### src/design/spcs_pkg.sv
// Notes on behaviour
// - receive-done flag set on accepted frame; only software write clears it.
// - transmit-done flag set when frame sent; only software write clears it.
// - serial interrupt request is receive-done OR transmit-done.
// - accepted frame stores ninth bit (modes 2,3) or stop bit (mode 1).
// - modes 2 and 3 transmit the stored transmit ninth bit.
// - no reception starts while receive enable is clear.
// - modes 2,3 with filter set accept only frames whose ninth bit is 1.
// - mode 1 with filter set discards frames whose stop bit is 0.
// - mode bits: 00 shift, 01 10-bit uart, 10/11 11-bit uart.
// - one data address: write loads transmit buffer, read returns receive buffer.
// - modes 1,3 transmit rate from timer 2 if select set, else timer 1.
// - modes 1,3 receive rate from timer 2 if select set, else timer 1.
// - timer 1 source halved when doubler clear, undivided when set.
// - mode 2 uses oscillator/2 with doubler set, oscillator/4 when clear.
// - missing stop bit in uart modes sets line error, filter notwithstanding.
// - accepted frame arriving in uart modes while buffer full sets line error.
// - line error is one combined flag, no interrupt, software clears only.
// - serial control register byte-addressable and bit-addressable.
// - timer 2 select bits sit in timer2 control, bit addresses consecutive.
// - baud doubler is bit 7 of power control, byte access only.
package spcs_pkg;
	localparam logic [7:0] SPCS_ADDR_SCTL = 8'h98;
	localparam logic [7:0] SPCS_ADDR_DBUF = 8'h99;
	localparam logic [7:0] SPCS_ADDR_PCTL = 8'h87;
	localparam logic [7:0] SPCS_ADDR_T2CTL = 8'hC8;
	localparam logic [7:0] SPCS_ADDR_IOCTL = 8'hF8;
	localparam logic [7:0] SPCS_BIT_SCTL_BASE = 8'h98;
	localparam logic [7:0] SPCS_BIT_TXSEL = 8'hCC;
	localparam logic [7:0] SPCS_BIT_RXSEL = 8'hCD;
	localparam logic [7:0] SPCS_BIT_LERR = 8'hFD;
	localparam int SPCS_POS_RXDONE = 0;
	localparam int SPCS_POS_TXDONE = 1;
	localparam int SPCS_POS_RX9 = 2;
	localparam int SPCS_POS_TX9 = 3;
	localparam int SPCS_POS_REN = 4;
	localparam int SPCS_POS_MPF = 5;
	localparam int SPCS_POS_TXSEL = 4;
	localparam int SPCS_POS_RXSEL = 5;
	localparam int SPCS_POS_DBL = 7;
	localparam int SPCS_POS_LERR = 5;
	localparam logic [7:0] SPCS_RST_BYTE = 8'h00;
	localparam logic [1:0] SPCS_MODE_SHIFT = 2'h0;
	localparam logic [1:0] SPCS_MODE_U10 = 2'h1;
	localparam logic [1:0] SPCS_MODE_U11F = 2'h2;
	localparam logic [1:0] SPCS_MODE_U11V = 2'h3;
	localparam logic [3:0] SPCS_SHIFT_DIV = 4'hC;
	typedef struct packed {
		logic wr;
		logic rd;
		logic bit_wr;
		logic [7:0] addr;
		logic [7:0] wdata;
		logic bit_val;
	} spcs_sfr_s;
	typedef struct packed {
		logic done;
		logic [7:0] data;
		logic ninth;
		logic stop_ok;
	} spcs_rxframe_s;
	typedef struct packed {
		logic mode_sel_hi;
		logic mode_sel_lo;
		logic multiproc_filter;
		logic rx_enable;
		logic tx_ninth_bit;
		logic rx_ninth_bit;
		logic tx_done_flag;
		logic rx_done_flag;
	} spcs_sctl_s;
endpackage

### src/design/spcs_div2.sv
module spcs_div2 (
	// clock and reset
	input wire logic clk_in,
	input wire logic reset_in,
	// tick in and out
	input wire logic tick_in,
	output logic tick_out
);
	typedef struct packed {
		logic phase;
		logic tick;
	} spcs_div2_st_s;
	spcs_div2_st_s st_ff;
	spcs_div2_st_s nxt_st;
	always_comb begin
		nxt_st = st_ff;
		nxt_st.tick = tick_in & st_ff.phase;
		if (tick_in) begin
			nxt_st.phase = ~st_ff.phase;
		end
	end
	always_ff @(posedge clk_in) begin
		if (reset_in) begin
			st_ff <= '0;
		end else begin
			st_ff <= nxt_st;
		end
	end
	assign tick_out = st_ff.tick;
endmodule

### src/design/spcs_baud_sel.sv
module spcs_baud_sel (
	// clock and reset
	input wire logic clk_in,
	input wire logic reset_in,
	// configuration
	input wire logic [1:0] mode_in,
	input wire logic timer2_sel_in,
	input wire logic baud_doubler_in,
	// candidate sources, one-cycle ticks
	input wire logic t1_half_in,
	input wire logic t1_full_in,
	input wire logic t2_ovf_in,
	input wire logic osc_half_in,
	input wire logic osc_quarter_in,
	input wire logic shift_in,
	// chosen tick
	output logic tick_out
);
	logic sel;
	always_comb begin
		sel = 1'b0;
		case (mode_in)
			spcs_pkg::SPCS_MODE_SHIFT: sel = shift_in;
			spcs_pkg::SPCS_MODE_U11F: sel = baud_doubler_in ? osc_half_in : osc_quarter_in;
			default: begin
				if (timer2_sel_in) begin
					sel = t2_ovf_in;
				end else begin
					sel = baud_doubler_in ? t1_full_in : t1_half_in;
				end
			end
		endcase
	end
	always_ff @(posedge clk_in) begin
		if (reset_in) begin
			tick_out <= 1'b0;
		end else begin
			tick_out <= sel;
		end
	end
endmodule

### src/design/spcs_top.sv
module spcs_top (
	// clock and reset
	input wire logic clk_in,
	input wire logic reset_in,
	// special function register port
	input wire logic sfr_wr_in,
	input wire logic sfr_rd_in,
	input wire logic sfr_bit_wr_in,
	input wire logic [7:0] sfr_addr_in,
	input wire logic [7:0] sfr_wdata_in,
	input wire logic sfr_bit_val_in,
	output logic [7:0] sfr_rdata_out,
	output logic sfr_bit_rdata_out,
	// timing sources
	input wire logic osc_tick_in,
	input wire logic t1_ovf_in,
	input wire logic t2_ovf_in,
	// frame engine interface
	input wire logic rx_frame_done_in,
	input wire logic [7:0] rx_frame_data_in,
	input wire logic rx_frame_ninth_in,
	input wire logic rx_frame_stop_in,
	input wire logic tx_frame_done_in,
	output logic tx_load_out,
	output logic [7:0] tx_data_out,
	output logic tx_ninth_out,
	output logic [1:0] mode_out,
	output logic rx_start_ok_out,
	output logic rx_baud_tick_out,
	output logic tx_baud_tick_out,
	// interrupt request
	output logic serial_irq_out
);
	typedef struct packed {
		spcs_pkg::spcs_sctl_s sctl;
		logic [7:0] rx_buf;
		logic [7:0] tx_buf;
		logic tx_load;
		logic tx_timer2_select;
		logic rx_timer2_select;
		logic baud_doubler;
		logic line_error_flag;
		logic [7:0] rdata;
		logic bit_rdata;
		logic irq;
		logic rx_start_ok;
		logic [3:0] shift_cnt;
		logic shift_tick;
	} spcs_st_s;
	spcs_st_s st_ff;
	spcs_st_s nxt_st;
	spcs_pkg::spcs_sfr_s sfr;
	spcs_pkg::spcs_rxframe_s rxf;
	logic [1:0] mode;
	logic t1_half;
	logic osc_half;
	logic osc_quarter;
	logic rx_tick;
	logic tx_tick;
	logic accept;
	logic uart;
	logic [7:0] sctl_byte;
	assign sfr = '{wr: sfr_wr_in, rd: sfr_rd_in, bit_wr: sfr_bit_wr_in, addr: sfr_addr_in,
		wdata: sfr_wdata_in, bit_val: sfr_bit_val_in};
	assign rxf = '{done: rx_frame_done_in, data: rx_frame_data_in, ninth: rx_frame_ninth_in,
		stop_ok: rx_frame_stop_in};
	assign mode = {st_ff.sctl.mode_sel_hi, st_ff.sctl.mode_sel_lo};
	assign uart = (mode != spcs_pkg::SPCS_MODE_SHIFT);
	assign sctl_byte = st_ff.sctl;
	// one halver shared by both directions keeps rx and tx timer 1 ticks aligned
	spcs_div2 u_t1_div (
		.clk_in(clk_in),
		.reset_in(reset_in),
		.tick_in(t1_ovf_in),
		.tick_out(t1_half)
	);
	spcs_div2 u_osc_div (
		.clk_in(clk_in),
		.reset_in(reset_in),
		.tick_in(osc_tick_in),
		.tick_out(osc_half)
	);
	spcs_div2 u_osc_div2 (
		.clk_in(clk_in),
		.reset_in(reset_in),
		.tick_in(osc_half),
		.tick_out(osc_quarter)
	);
	spcs_baud_sel u_rx_sel (
		.clk_in(clk_in),
		.reset_in(reset_in),
		.mode_in(mode),
		.timer2_sel_in(st_ff.rx_timer2_select),
		.baud_doubler_in(st_ff.baud_doubler),
		.t1_half_in(t1_half),
		.t1_full_in(t1_ovf_in),
		.t2_ovf_in(t2_ovf_in),
		.osc_half_in(osc_half),
		.osc_quarter_in(osc_quarter),
		.shift_in(st_ff.shift_tick),
		.tick_out(rx_tick)
	);
	spcs_baud_sel u_tx_sel (
		.clk_in(clk_in),
		.reset_in(reset_in),
		.mode_in(mode),
		.timer2_sel_in(st_ff.tx_timer2_select),
		.baud_doubler_in(st_ff.baud_doubler),
		.t1_half_in(t1_half),
		.t1_full_in(t1_ovf_in),
		.t2_ovf_in(t2_ovf_in),
		.osc_half_in(osc_half),
		.osc_quarter_in(osc_quarter),
		.shift_in(st_ff.shift_tick),
		.tick_out(tx_tick)
	);
	// filter decision for a finished frame
	always_comb begin
		accept = 1'b1;
		if (st_ff.sctl.multiproc_filter) begin
			if (mode == spcs_pkg::SPCS_MODE_U10) begin
				accept = rxf.stop_ok;
			end else if (mode[1]) begin
				accept = rxf.ninth;
			end
		end
	end
	always_comb begin
		nxt_st = st_ff;
		nxt_st.tx_load = 1'b0;
		nxt_st.shift_tick = 1'b0;
		// fixed shift-mode rate from the oscillator tick
		if (osc_tick_in) begin
			if (st_ff.shift_cnt == spcs_pkg::SPCS_SHIFT_DIV - 4'h1) begin
				nxt_st.shift_cnt = 4'h0;
				nxt_st.shift_tick = 1'b1;
			end else begin
				nxt_st.shift_cnt = st_ff.shift_cnt + 4'h1;
			end
		end
		// software writes first so that hardware sets below win over a clear
		if (sfr.wr) begin
			if (sfr.addr == spcs_pkg::SPCS_ADDR_SCTL) begin
				nxt_st.sctl = sfr.wdata;
			end else if (sfr.addr == spcs_pkg::SPCS_ADDR_DBUF) begin
				nxt_st.tx_buf = sfr.wdata;
				nxt_st.tx_load = 1'b1;
			end else if (sfr.addr == spcs_pkg::SPCS_ADDR_T2CTL) begin
				nxt_st.tx_timer2_select = sfr.wdata[spcs_pkg::SPCS_POS_TXSEL];
				nxt_st.rx_timer2_select = sfr.wdata[spcs_pkg::SPCS_POS_RXSEL];
			end else if (sfr.addr == spcs_pkg::SPCS_ADDR_PCTL) begin
				nxt_st.baud_doubler = sfr.wdata[spcs_pkg::SPCS_POS_DBL];
			end else if (sfr.addr == spcs_pkg::SPCS_ADDR_IOCTL) begin
				nxt_st.line_error_flag = sfr.wdata[spcs_pkg::SPCS_POS_LERR];
			end
		end else if (sfr.bit_wr) begin
			if (sfr.addr[7:3] == spcs_pkg::SPCS_BIT_SCTL_BASE[7:3]) begin
				case (sfr.addr[2:0])
					3'h0: nxt_st.sctl.rx_done_flag = sfr.bit_val;
					3'h1: nxt_st.sctl.tx_done_flag = sfr.bit_val;
					3'h2: nxt_st.sctl.rx_ninth_bit = sfr.bit_val;
					3'h3: nxt_st.sctl.tx_ninth_bit = sfr.bit_val;
					3'h4: nxt_st.sctl.rx_enable = sfr.bit_val;
					3'h5: nxt_st.sctl.multiproc_filter = sfr.bit_val;
					3'h6: nxt_st.sctl.mode_sel_lo = sfr.bit_val;
					default: nxt_st.sctl.mode_sel_hi = sfr.bit_val;
				endcase
			end else if (sfr.addr == spcs_pkg::SPCS_BIT_TXSEL) begin
				nxt_st.tx_timer2_select = sfr.bit_val;
			end else if (sfr.addr == spcs_pkg::SPCS_BIT_RXSEL) begin
				nxt_st.rx_timer2_select = sfr.bit_val;
			end else if (sfr.addr == spcs_pkg::SPCS_BIT_LERR) begin
				nxt_st.line_error_flag = sfr.bit_val;
			end
		end
		// frame results; a frame only ends if a start was allowed
		if (rxf.done) begin
			if (uart && !rxf.stop_ok) begin
				nxt_st.line_error_flag = 1'b1;
			end
			if (accept) begin
				if (uart && st_ff.sctl.rx_done_flag) begin
					nxt_st.line_error_flag = 1'b1;
				end else begin
					nxt_st.rx_buf = rxf.data;
					nxt_st.sctl.rx_done_flag = 1'b1;
					if (mode == spcs_pkg::SPCS_MODE_U10) begin
						nxt_st.sctl.rx_ninth_bit = rxf.stop_ok;
					end else if (mode[1]) begin
						nxt_st.sctl.rx_ninth_bit = rxf.ninth;
					end
				end
			end
		end
		if (tx_frame_done_in) begin
			nxt_st.sctl.tx_done_flag = 1'b1;
		end
		nxt_st.irq = nxt_st.sctl.rx_done_flag | nxt_st.sctl.tx_done_flag;
		// mode 0 reception also waits for a cleared receive-done flag
		nxt_st.rx_start_ok = nxt_st.sctl.rx_enable
			& (uart | ~nxt_st.sctl.rx_done_flag);
		// read data
		nxt_st.rdata = 8'h00;
		if (sfr.addr == spcs_pkg::SPCS_ADDR_SCTL) begin
			nxt_st.rdata = sctl_byte;
		end else if (sfr.addr == spcs_pkg::SPCS_ADDR_DBUF) begin
			nxt_st.rdata = st_ff.rx_buf;
		end else if (sfr.addr == spcs_pkg::SPCS_ADDR_T2CTL) begin
			nxt_st.rdata[spcs_pkg::SPCS_POS_TXSEL] = st_ff.tx_timer2_select;
			nxt_st.rdata[spcs_pkg::SPCS_POS_RXSEL] = st_ff.rx_timer2_select;
		end else if (sfr.addr == spcs_pkg::SPCS_ADDR_PCTL) begin
			nxt_st.rdata[spcs_pkg::SPCS_POS_DBL] = st_ff.baud_doubler;
		end else if (sfr.addr == spcs_pkg::SPCS_ADDR_IOCTL) begin
			nxt_st.rdata[spcs_pkg::SPCS_POS_LERR] = st_ff.line_error_flag;
		end
		nxt_st.bit_rdata = 1'b0;
		if (sfr.addr[7:3] == spcs_pkg::SPCS_BIT_SCTL_BASE[7:3]) begin
			nxt_st.bit_rdata = sctl_byte[sfr.addr[2:0]];
		end else if (sfr.addr == spcs_pkg::SPCS_BIT_TXSEL) begin
			nxt_st.bit_rdata = st_ff.tx_timer2_select;
		end else if (sfr.addr == spcs_pkg::SPCS_BIT_RXSEL) begin
			nxt_st.bit_rdata = st_ff.rx_timer2_select;
		end else if (sfr.addr == spcs_pkg::SPCS_BIT_LERR) begin
			nxt_st.bit_rdata = st_ff.line_error_flag;
		end
	end
	always_ff @(posedge clk_in) begin
		if (reset_in) begin
			st_ff <= '0;
		end else begin
			st_ff <= nxt_st;
		end
	end
	assign sfr_rdata_out = st_ff.rdata;
	assign sfr_bit_rdata_out = st_ff.bit_rdata;
	assign tx_load_out = st_ff.tx_load;
	assign tx_data_out = st_ff.tx_buf;
	assign tx_ninth_out = st_ff.sctl.tx_ninth_bit;
	assign mode_out = mode;
	assign rx_start_ok_out = st_ff.rx_start_ok;
	assign rx_baud_tick_out = rx_tick;
	assign tx_baud_tick_out = tx_tick;
	assign serial_irq_out = st_ff.irq;

	AST_RXDONE_SET: assert property (@(posedge clk_in) disable iff (reset_in)
		(rx_frame_done_in && accept && !st_ff.sctl.rx_done_flag) |=> st_ff.sctl.rx_done_flag)
		else $error("receive-done not set");
	AST_RXDONE_HOLD: assert property (@(posedge clk_in) disable iff (reset_in)
		(st_ff.sctl.rx_done_flag && !sfr_wr_in && !sfr_bit_wr_in) |=> st_ff.sctl.rx_done_flag)
		else $error("receive-done cleared by hardware");
	AST_TXDONE_SET: assert property (@(posedge clk_in) disable iff (reset_in)
		tx_frame_done_in |=> st_ff.sctl.tx_done_flag)
		else $error("transmit-done not set");
	AST_IRQ_OR: assert property (@(posedge clk_in) disable iff (reset_in)
		serial_irq_out == (st_ff.sctl.rx_done_flag | st_ff.sctl.tx_done_flag))
		else $error("irq not or of flags");
	AST_NO_START: assert property (@(posedge clk_in) disable iff (reset_in)
		!st_ff.sctl.rx_enable |-> !rx_start_ok_out)
		else $error("reception allowed while disabled");
	AST_FILTER11: assert property (@(posedge clk_in) disable iff (reset_in)
		(rx_frame_done_in && mode[1] && st_ff.sctl.multiproc_filter && !rx_frame_ninth_in
		&& !sfr_wr_in && !sfr_bit_wr_in) |=> $stable(st_ff.rx_buf) && $stable(st_ff.sctl.rx_ninth_bit))
		else $error("filtered frame changed buffer");
	AST_FRAMING: assert property (@(posedge clk_in) disable iff (reset_in)
		(rx_frame_done_in && uart && !rx_frame_stop_in) |=> st_ff.line_error_flag)
		else $error("framing error missed");
	AST_OVERRUN: assert property (@(posedge clk_in) disable iff (reset_in)
		(rx_frame_done_in && uart && accept && st_ff.sctl.rx_done_flag) |=> st_ff.line_error_flag
		&& $stable(st_ff.rx_buf))
		else $error("overrun missed");
	AST_TXLOAD: assert property (@(posedge clk_in) disable iff (reset_in)
		(sfr_wr_in && sfr_addr_in == spcs_pkg::SPCS_ADDR_DBUF) |=> tx_load_out
		&& tx_data_out == $past(sfr_wdata_in))
		else $error("transmit buffer not loaded");
	AST_TXDONE_HOLD: assert property (@(posedge clk_in) disable iff (reset_in)
		(st_ff.sctl.tx_done_flag && !sfr_wr_in && !sfr_bit_wr_in) |=> st_ff.sctl.tx_done_flag)
		else $error("transmit-done cleared by hardware");
	AST_RX9_STOP: assert property (@(posedge clk_in) disable iff (reset_in)
		(rx_frame_done_in && mode == spcs_pkg::SPCS_MODE_U10 && accept && !st_ff.sctl.rx_done_flag)
		|=> st_ff.sctl.rx_ninth_bit == $past(rx_frame_stop_in))
		else $error("stop bit not stored");
	AST_RX9_NINTH: assert property (@(posedge clk_in) disable iff (reset_in)
		(rx_frame_done_in && mode[1] && accept && !st_ff.sctl.rx_done_flag)
		|=> st_ff.sctl.rx_ninth_bit == $past(rx_frame_ninth_in))
		else $error("ninth bit not stored");
	AST_TX9_STORE: assert property (@(posedge clk_in) disable iff (reset_in)
		(sfr_wr_in && sfr_addr_in == spcs_pkg::SPCS_ADDR_SCTL)
		|=> tx_ninth_out == $past(sfr_wdata_in[spcs_pkg::SPCS_POS_TX9]))
		else $error("transmit ninth bit not presented");
	AST_FILTER10: assert property (@(posedge clk_in) disable iff (reset_in)
		(rx_frame_done_in && mode == spcs_pkg::SPCS_MODE_U10 && st_ff.sctl.multiproc_filter
		&& !rx_frame_stop_in && !sfr_wr_in && !sfr_bit_wr_in) |=> $stable(st_ff.rx_buf)
		&& $stable(st_ff.sctl.rx_done_flag) && $stable(st_ff.sctl.rx_ninth_bit))
		else $error("stopless frame changed buffer");
	AST_MODE_SEL: assert property (@(posedge clk_in) disable iff (reset_in)
		(sfr_wr_in && sfr_addr_in == spcs_pkg::SPCS_ADDR_SCTL)
		|=> mode_out == $past(sfr_wdata_in[7:6]))
		else $error("mode bits not decoded");
	AST_BUF_READ: assert property (@(posedge clk_in) disable iff (reset_in)
		(sfr_addr_in == spcs_pkg::SPCS_ADDR_DBUF) |=> sfr_rdata_out == $past(st_ff.rx_buf))
		else $error("receive buffer not read");
	AST_TX_T2: assert property (@(posedge clk_in) disable iff (reset_in)
		(mode[0] && st_ff.tx_timer2_select) |=> tx_baud_tick_out == $past(t2_ovf_in))
		else $error("transmit rate not from timer 2");
	AST_RX_T2: assert property (@(posedge clk_in) disable iff (reset_in)
		(mode[0] && st_ff.rx_timer2_select) |=> rx_baud_tick_out == $past(t2_ovf_in))
		else $error("receive rate not from timer 2");
	AST_RX_T1FULL: assert property (@(posedge clk_in) disable iff (reset_in)
		(mode[0] && !st_ff.rx_timer2_select && st_ff.baud_doubler)
		|=> rx_baud_tick_out == $past(t1_ovf_in))
		else $error("receive rate not undivided timer 1");
	AST_TX_T1HALF: assert property (@(posedge clk_in) disable iff (reset_in)
		(mode[0] && !st_ff.tx_timer2_select && !st_ff.baud_doubler)
		|=> tx_baud_tick_out == $past(t1_half))
		else $error("transmit rate not halved timer 1");
	AST_OSC_HALF: assert property (@(posedge clk_in) disable iff (reset_in)
		(mode == spcs_pkg::SPCS_MODE_U11F && st_ff.baud_doubler) |=> rx_baud_tick_out == $past(osc_half))
		else $error("mode 2 rate not oscillator half");
	AST_OSC_QUARTER: assert property (@(posedge clk_in) disable iff (reset_in)
		(mode == spcs_pkg::SPCS_MODE_U11F && !st_ff.baud_doubler) |=> tx_baud_tick_out == $past(osc_quarter))
		else $error("mode 2 rate not oscillator quarter");
	AST_LERR_HOLD: assert property (@(posedge clk_in) disable iff (reset_in)
		(st_ff.line_error_flag && !sfr_wr_in && !sfr_bit_wr_in) |=> st_ff.line_error_flag)
		else $error("line error cleared by hardware");
	AST_SCTL_BYTE: assert property (@(posedge clk_in) disable iff (reset_in)
		(sfr_wr_in && sfr_addr_in == spcs_pkg::SPCS_ADDR_SCTL && !rx_frame_done_in && !tx_frame_done_in)
		|=> sctl_byte == $past(sfr_wdata_in))
		else $error("control byte write lost");
	AST_SCTL_BIT: assert property (@(posedge clk_in) disable iff (reset_in)
		(sfr_bit_wr_in && !sfr_wr_in && sfr_addr_in[7:3] == spcs_pkg::SPCS_BIT_SCTL_BASE[7:3]
		&& sfr_addr_in[2:0] == 3'h4) |=> st_ff.sctl.rx_enable == $past(sfr_bit_val_in))
		else $error("receive enable bit write lost");
	AST_TXSEL_BIT: assert property (@(posedge clk_in) disable iff (reset_in)
		(sfr_bit_wr_in && !sfr_wr_in && sfr_addr_in == spcs_pkg::SPCS_BIT_TXSEL)
		|=> st_ff.tx_timer2_select == $past(sfr_bit_val_in))
		else $error("transmit select bit write lost");
	AST_RXSEL_BIT: assert property (@(posedge clk_in) disable iff (reset_in)
		(sfr_bit_wr_in && !sfr_wr_in && sfr_addr_in == spcs_pkg::SPCS_BIT_RXSEL)
		|=> st_ff.rx_timer2_select == $past(sfr_bit_val_in))
		else $error("receive select bit write lost");
	AST_DBL_BYTE: assert property (@(posedge clk_in) disable iff (reset_in)
		(sfr_wr_in && sfr_addr_in == spcs_pkg::SPCS_ADDR_PCTL)
		|=> st_ff.baud_doubler == $past(sfr_wdata_in[spcs_pkg::SPCS_POS_DBL]))
		else $error("baud doubler write lost");
endmodule

### config.mk
export PLATFORM = sky130hd
export DESIGN_NAME = spcs_top
export DESIGN_NICKNAME = d
export VERILOG_FILES = /design/src/design/spcs_pkg.sv /design/src/design/spcs_div2.sv /design/src/design/spcs_baud_sel.sv /design/src/design/spcs_top.sv
export SDC_FILE = /design/constraint.sdc
export NUM_CORES = 1
export LEC_CHECK = 0
export BUFFER_PORTS_ARGS = -buffer_cell sky130_fd_sc_hd__buf_4
export CAP_MARGIN = 25
export CORE_MARGIN = 2
export CORE_UTILIZATION = 41
export DETAILED_ROUTE_END_ITERATION = 8
export SLEW_MARGIN = 5
export SYNTH_ARGS = -nofsm -noshare
export SYNTH_HDL_FRONTEND = slang
export SYNTH_HIERARCHICAL = 1
export SYNTH_SLANG_ARGS = --single-unit
export TNS_END_PERCENT = 100
### constraint.sdc
create_clock -name clk_in -period 7 [get_ports clk_in]
set_input_delay 2.1 -clock clk_in [delete_from_list [all_inputs] [get_ports clk_in]]
set_output_delay 2.1 -clock clk_in [all_outputs]
set_load 0.05 [all_outputs]
==> metrics.cfg, run 1 <==
[worst_setup_path]
crit_arrival_ns=4.07
worstSetupPathType=in2reg
slowest_delay_ns=0.65
crit_slowest_cell=or4_1
crit_path_max_fanout=7
start_kind=input port
cp-end-kind=register
crit_required_ns=7.26
crit_chain=buf_4 -> nand4bb_4 -> or4_1 -> or4b_1 -> a31oi_1 -> o21a_1

[grt]
grt_max_degree=52
grt_pass1_wl_mm=10.29
first_global_vias=2064
grt_usage_pct=17.80
grt_antenna_before_repair=0
grt_overflow=0

[timing]
tightest_slew_ns=0.8736
max_freq_mhz=262.3
whs_ns=0.4414
maxSlewViolCount=0
grt_setup_unrepaired=false
setup_tns_ns=0
hold_violations=0
setup_slack_ns=3.188
relSlewSlack_pct=41.44
setup_viol=0
finalClockSkew_ns=0.009590
finalCritPeriodShare_pct=54.46
layout_min_cycle_time_ns=3.812

[power]
peakVddDrop_v=0.0001099
power_density_nw_per_um2=179.5
leakage_nw=1.224
power_mw=0.5594
p_int_mw=0.4108
sw_frac_of_total_pct=26.56
power.net_switching_mw=0.1486
p_comb_share_pct=11.0
pwr-share-clk_pct=32.8
seqPwrFrac_pct=56.2

[yosys]
synthArstFlopShare_pct=0
synth_cells=294
synthSimpleGateAreaFrac_pct=21.17
synthDistinctLibCells=59
synth_seq_area_share_pct=39.81
synth_enable_flop_cells=0
synth_xor_area_share_pct=0.9859
ys_ff_latch=53
synth_area_sq_um=2665
synth_top_family_by_area=simple AND/OR/NAND/NOR gates
synth_nets=332
synth_compound_area_share_pct=14.79
synthAdderAreaFrac_pct=0.4695
ys.flop_type=dfxtp_1
muxShareOfSynthArea_pct=13.94
yosys_warnings=6
avgSynthCellArea_sq_um=9.065

[placed_design]
dp_cells=398
hpwl_mm=4.470
placed_cell_area_sq_um=3020
io_buffers=60
gp_congestion=0.8558
preCtsSetupSlack_ns=2.873

[clock_network]
cts_tree=yes
clk_pin_slew_ns=0.10
post_cts_buffers=0
max-clock-path-buffers=2
root_buffer=clkbuf_8
htree_levels=2
clkSinkCount=53
insertion_delay_ns=0.31
cts-buffers-inserted=5
hold_buffers=0
cts_resized=0

[routing]
drc=0
via_count=2216
drt-total-wl_mm=6.273
vias_per_cell=5.458
postRouteAntennaNets=0
wl_per_cell_um=15.45
drtIter0Drc=126
dr.pass1.iters=4

[finish]
finalNonFillerCells=406
register_area_sq_um=1061
drive_gt1_share_pct=25.53
n_fill_cell=652
design_area_sq_um=3115
diodes=0
final_common_cell=buf_4
syn2layout_area_growth_pct=16.90
multiInputGateArea_sq_um=1375
fin_util_pct=49.35
nets=366
mostFrequentLayoutCells=buf_4, dfxtp_1, nor2_1, mux2i_1, nand2_1

[run]
drv_cap=0

[die]
dieArea_sq_um=7161
start_util_pct=42.21
io_pins=62
die_w_um=84.63
die_h_um=84.63
core_sq_um=6314
rows=29

[outcome]
status=finished, final reports clean

[min_path]
hold_class=reg2reg

-- synthesized netlist by cell type, types with 3 or more instances --
cell      number  share of area [%]
clkbuf_1      12                1.7
nor4_1         5                1.2
mux2_2         5                2.1
a21oi_1       13                2.4
dfxtp_1       53                 40
buf_4         20                5.6
xnor2_1        3               0.99
nor2_1        49                6.9
inv_1          5               0.70
a31oi_1        3               0.70
mux2i_1       27                 10
nor4b_1        3               0.99
nand2b_1       5                1.2
nand2_1       15                2.1
a22oi_1        6                1.7
o21ai_0        6                1.1
nand3_1        5               0.94
a211oi_1       3               0.85
o211ai_1       4                1.1
-- sequential cells by signal (all words and copies together) (netlist names), 2 cells and up --
name,cells
mode_out,2
sctl_byte,5
sfr_rdata_out,8
st_ff,17
tx_data_out,8
-- power by group through the flow --
stage	logic, mW	clock network (mW)	registers (mW)
4_1_cts	0.0618	0.190	0.314
3_5_place_dp	0.0615	0	0.321
5_1_grt	0.0681	0.202	0.315
3_3_place_gp	0.0613	0	0.321
6_report	0.0616	0.184	0.314
2_1_floorplan	0.0329	0	0.321
-- logic make-up (layout without fill, tap and decap cells) --
group,Yosys count,after routing
compound gates,56,56
xor+xnor,3,3
fa+ha+maj,1,1
buf+inv,41,76
flops,53,53
mux,34,34
simple gates,106,106
-- area by class of cell --
cell class                 instances  area share (%)
multi-input combinational        200           44.14
sequential                        53           34.06
timing repair buffer              62           14.94
clock inverter                     3          0.8434
inverter                           6          0.7229
clock buffer                       5           2.209
tap                               77           3.092
-- worst max-delay path: cells and delay by family --
| kind | cells | cell delay (ns) |
|---|---|---|
| simple gates | 3 | 1.45 |
| compound gates | 2 | 0.39 |
| buf+inv | 1 | 0.13 |
-- final timing paths --
check                                  startpoint                             to  slack, ns  depth (start not counted)
hold / removal    u_osc_div/st_ff[1]$_SDFFE_PP0P_  u_osc_div/tick_out$_SDFF_PP0_       0.44                          2
hold reg to reg   u_osc_div/st_ff[1]$_SDFFE_PP0P_  u_osc_div/tick_out$_SDFF_PP0_       0.44                          2
setup reg to reg         mode_out[1]$_SDFFE_PP0P_         st_ff[31]$_SDFFE_PP0P_       5.11                          5
setup / recovery                   sfr_addr_in[6]     rx_start_ok_out$_SDFF_PP0_       3.19                          6
-- per-layer routing --
layer | up-vias | GRT usage [%] | part of all wire (%)
li1 | 1117 | - | -
met1 | 1022 | 25.06 | 47
met2 | 70 | 27.56 | 45
met3 | 7 | 4.130 | 6.0
met4 | 0 | 4.618 | 1.1
met5 | - | 0 | 0
No activity file was read; power rests on OpenSTA's default activity.
==> run 2: changes to the inputs <==
==> constraint.sdc (replaced) <==
create_clock -name clk_in -period 3.9 [get_ports clk_in]
set_input_delay 1.17 -clock clk_in [delete_from_list [all_inputs] [get_ports clk_in]]
set_output_delay 1.17 -clock clk_in [all_outputs]
set_load 0.05 [all_outputs]
==> metrics.cfg, run 2 (synthesized netlist as in run 1, its figures left out) <==
[outcome]
status=finished, final reports clean

[routing]
dr.pass1.iters=4  ; unchanged
drtIter0Drc=161  ; +28%
wl_per_cell_um=16.03  ; +3.7%
drt-total-wl_mm=6.508  ; +3.7%
drc=0  ; unchanged
via_count=2250  ; +1.5%
vias_per_cell=5.542  ; +1.5%
postRouteAntennaNets=0  ; unchanged

[clock_network]
hold_buffers=0  ; unchanged
max-clock-path-buffers=2  ; unchanged
cts_resized=0  ; unchanged
cts_tree=yes
htree_levels=2  ; unchanged
clkSinkCount=53  ; unchanged
post_cts_buffers=0  ; unchanged
clk_pin_slew_ns=0.10  ; about the same
cts-buffers-inserted=5  ; unchanged
root_buffer=clkbuf_8
insertion_delay_ns=0.31  ; about the same

[grt]
grt_antenna_before_repair=0  ; unchanged
grt_pass1_wl_mm=10.63  ; +3.3%
first_global_vias=2096  ; +1.6%
grt_max_degree=52  ; unchanged
grt_overflow=0  ; unchanged
grt_usage_pct=18.58  ; +0.79 points

[worst_setup_path]
slowest_delay_ns=0.65  ; about the same
cp-startpoint=sfr_addr_in[6]
start_kind=input port
rrSetupSlack_ns=2.01  ; -3.10 ns
cp-end-kind=register
crit_arrival_ns=3.14  ; -0.93 ns
crit_path_max_fanout=7  ; unchanged
r2r-start=mode_out[0]$_SDFFE_PP0P_
critical_path_buf_inv_count=1  ; unchanged
crit_family=simple AND/OR/NAND/NOR gates
crit_slowest_cell=or4_1
worstSetupPathType=in2reg
crit_required_ns=4.16  ; -3.10 ns
crit_chain=buf_4 -> nand4bb_4 -> or4_1 -> or4b_1 -> a31oi_1 -> o21a_1

[finish]
diodes=0  ; unchanged
drive_gt1_share_pct=25.53  ; unchanged
finalNonFillerCells=406  ; unchanged
nets=366  ; unchanged
syn2layout_area_growth_pct=17.56
top_register=st_ff
largest_reg_flops=17  ; unchanged
final_common_cell=buf_4
mostFrequentLayoutCells=buf_4, dfxtp_1, nor2_1, mux2i_1, nand2_1

[die]
rows=29  ; unchanged
die_w_um=84.63  ; unchanged
io_pins=62  ; unchanged
core_sq_um=6314  ; unchanged
start_util_pct=42.21  ; unchanged
dieArea_sq_um=7161  ; unchanged
die_h_um=84.63  ; unchanged

[timing]
whs_ns=0.4415  ; +0.0001560 ns
relSlewSlack_pct=38.46  ; -3.0 points
setup_viol=0  ; unchanged
layout_min_cycle_time_ns=2.880
grt_setup_unrepaired=false
hold_violations=0  ; unchanged
setup_slack_ns=1.020  ; -2.167 ns
finalCritPeriodShare_pct=73.84
maxSlewViolCount=0  ; unchanged
max_freq_mhz=347.3
tightest_slew_ns=0.9180  ; +0.04446 ns
finalClockSkew_ns=0.008357  ; -0.001233 ns
setup_tns_ns=0  ; unchanged

[power]
power_mw=1.060  ; +90%
power_density_nw_per_um2=338.5  ; +89%
leakage_nw=1.241  ; +1.3%
peakVddDrop_v=0.0001530  ; +39%

[placed_design]
gp_congestion=0.8819  ; +3.0%
preCtsSetupSlack_ns=0.7010  ; -2.172 ns
hpwl_mm=4.522  ; +1.2%
io_buffers=60  ; unchanged
dp_cells=398  ; unchanged

[run]
drv_cap=0  ; unchanged

[min_path]
hp-start=u_osc_div/st_ff[1]$_SDFFE_PP0P_
hold_class=reg2reg

## run 2: changes by cell type in the layout (fill, tap and decap cells not counted)
cell        change
inv_6           +1
clkinvlp_4      -2
inv_8           -1
clkinv_2        +1
bufinv_16       +1
## run 2: tightest hold or removal path: cells and delay by family, from the launching register on
kind | cells | cell delay (ns)
flops | 1 | 0.33
simple gates | 2 | 0.09
## run 2: worst paths after layout
path | to | cells past startpoint
hold / removal | u_osc_div/tick_out$_SDFF_PP0_ | 2
setup / recovery | rx_start_ok_out$_SDFF_PP0_ | 6
setup reg to reg | sctl_byte[2]$_SDFF_PP0_ | 5
hold reg to reg | u_osc_div/tick_out$_SDFF_PP0_ | 2
## run 2: power breakdown
group	internal [mW]	switching [mW]	leakage (nW)	total [mW]
sequential	0.554	0.00966	0.431	0.564
combinational	0.0522	0.0590	0.751	0.111
clock	0.193	0.193	0.0585	0.386
total	0.799	0.262	1.24	1.06
## run 2: layout make-up
type | count | area, sq um
Sequential cell | 53 | 1061
Timing Repair Buffer | 62 | 465.4
Clock buffer | 5 | 68.82
Inverter | 6 | 22.52
Tap cell | 77 | 96.34
Multi-Input combinational cell | 200 | 1375
Fill cell | 644 | 3181
Clock inverter | 3 | 43.79
## run 2: per-stage QoR
stage	cell area, sq um	utilization (%)
5_1_grt	3133	49.62
3_3_place_gp	3020	47.84
6_report	3133	49.62
2_1_floorplan	2665	-
3_5_place_dp	3020	47.84
4_1_cts	3133	49.62
## run 2: metal layers
| layer | GRT usage [%] | share of wire [%] |
|---|---|---|
| met5 | 0 | 0 |
| met4 | 5.628 | 1.2 |
| met3 | 4.130 | 6.3 |
| met2 | 28.99 | 45 |
| met1 | 25.74 | 47 |
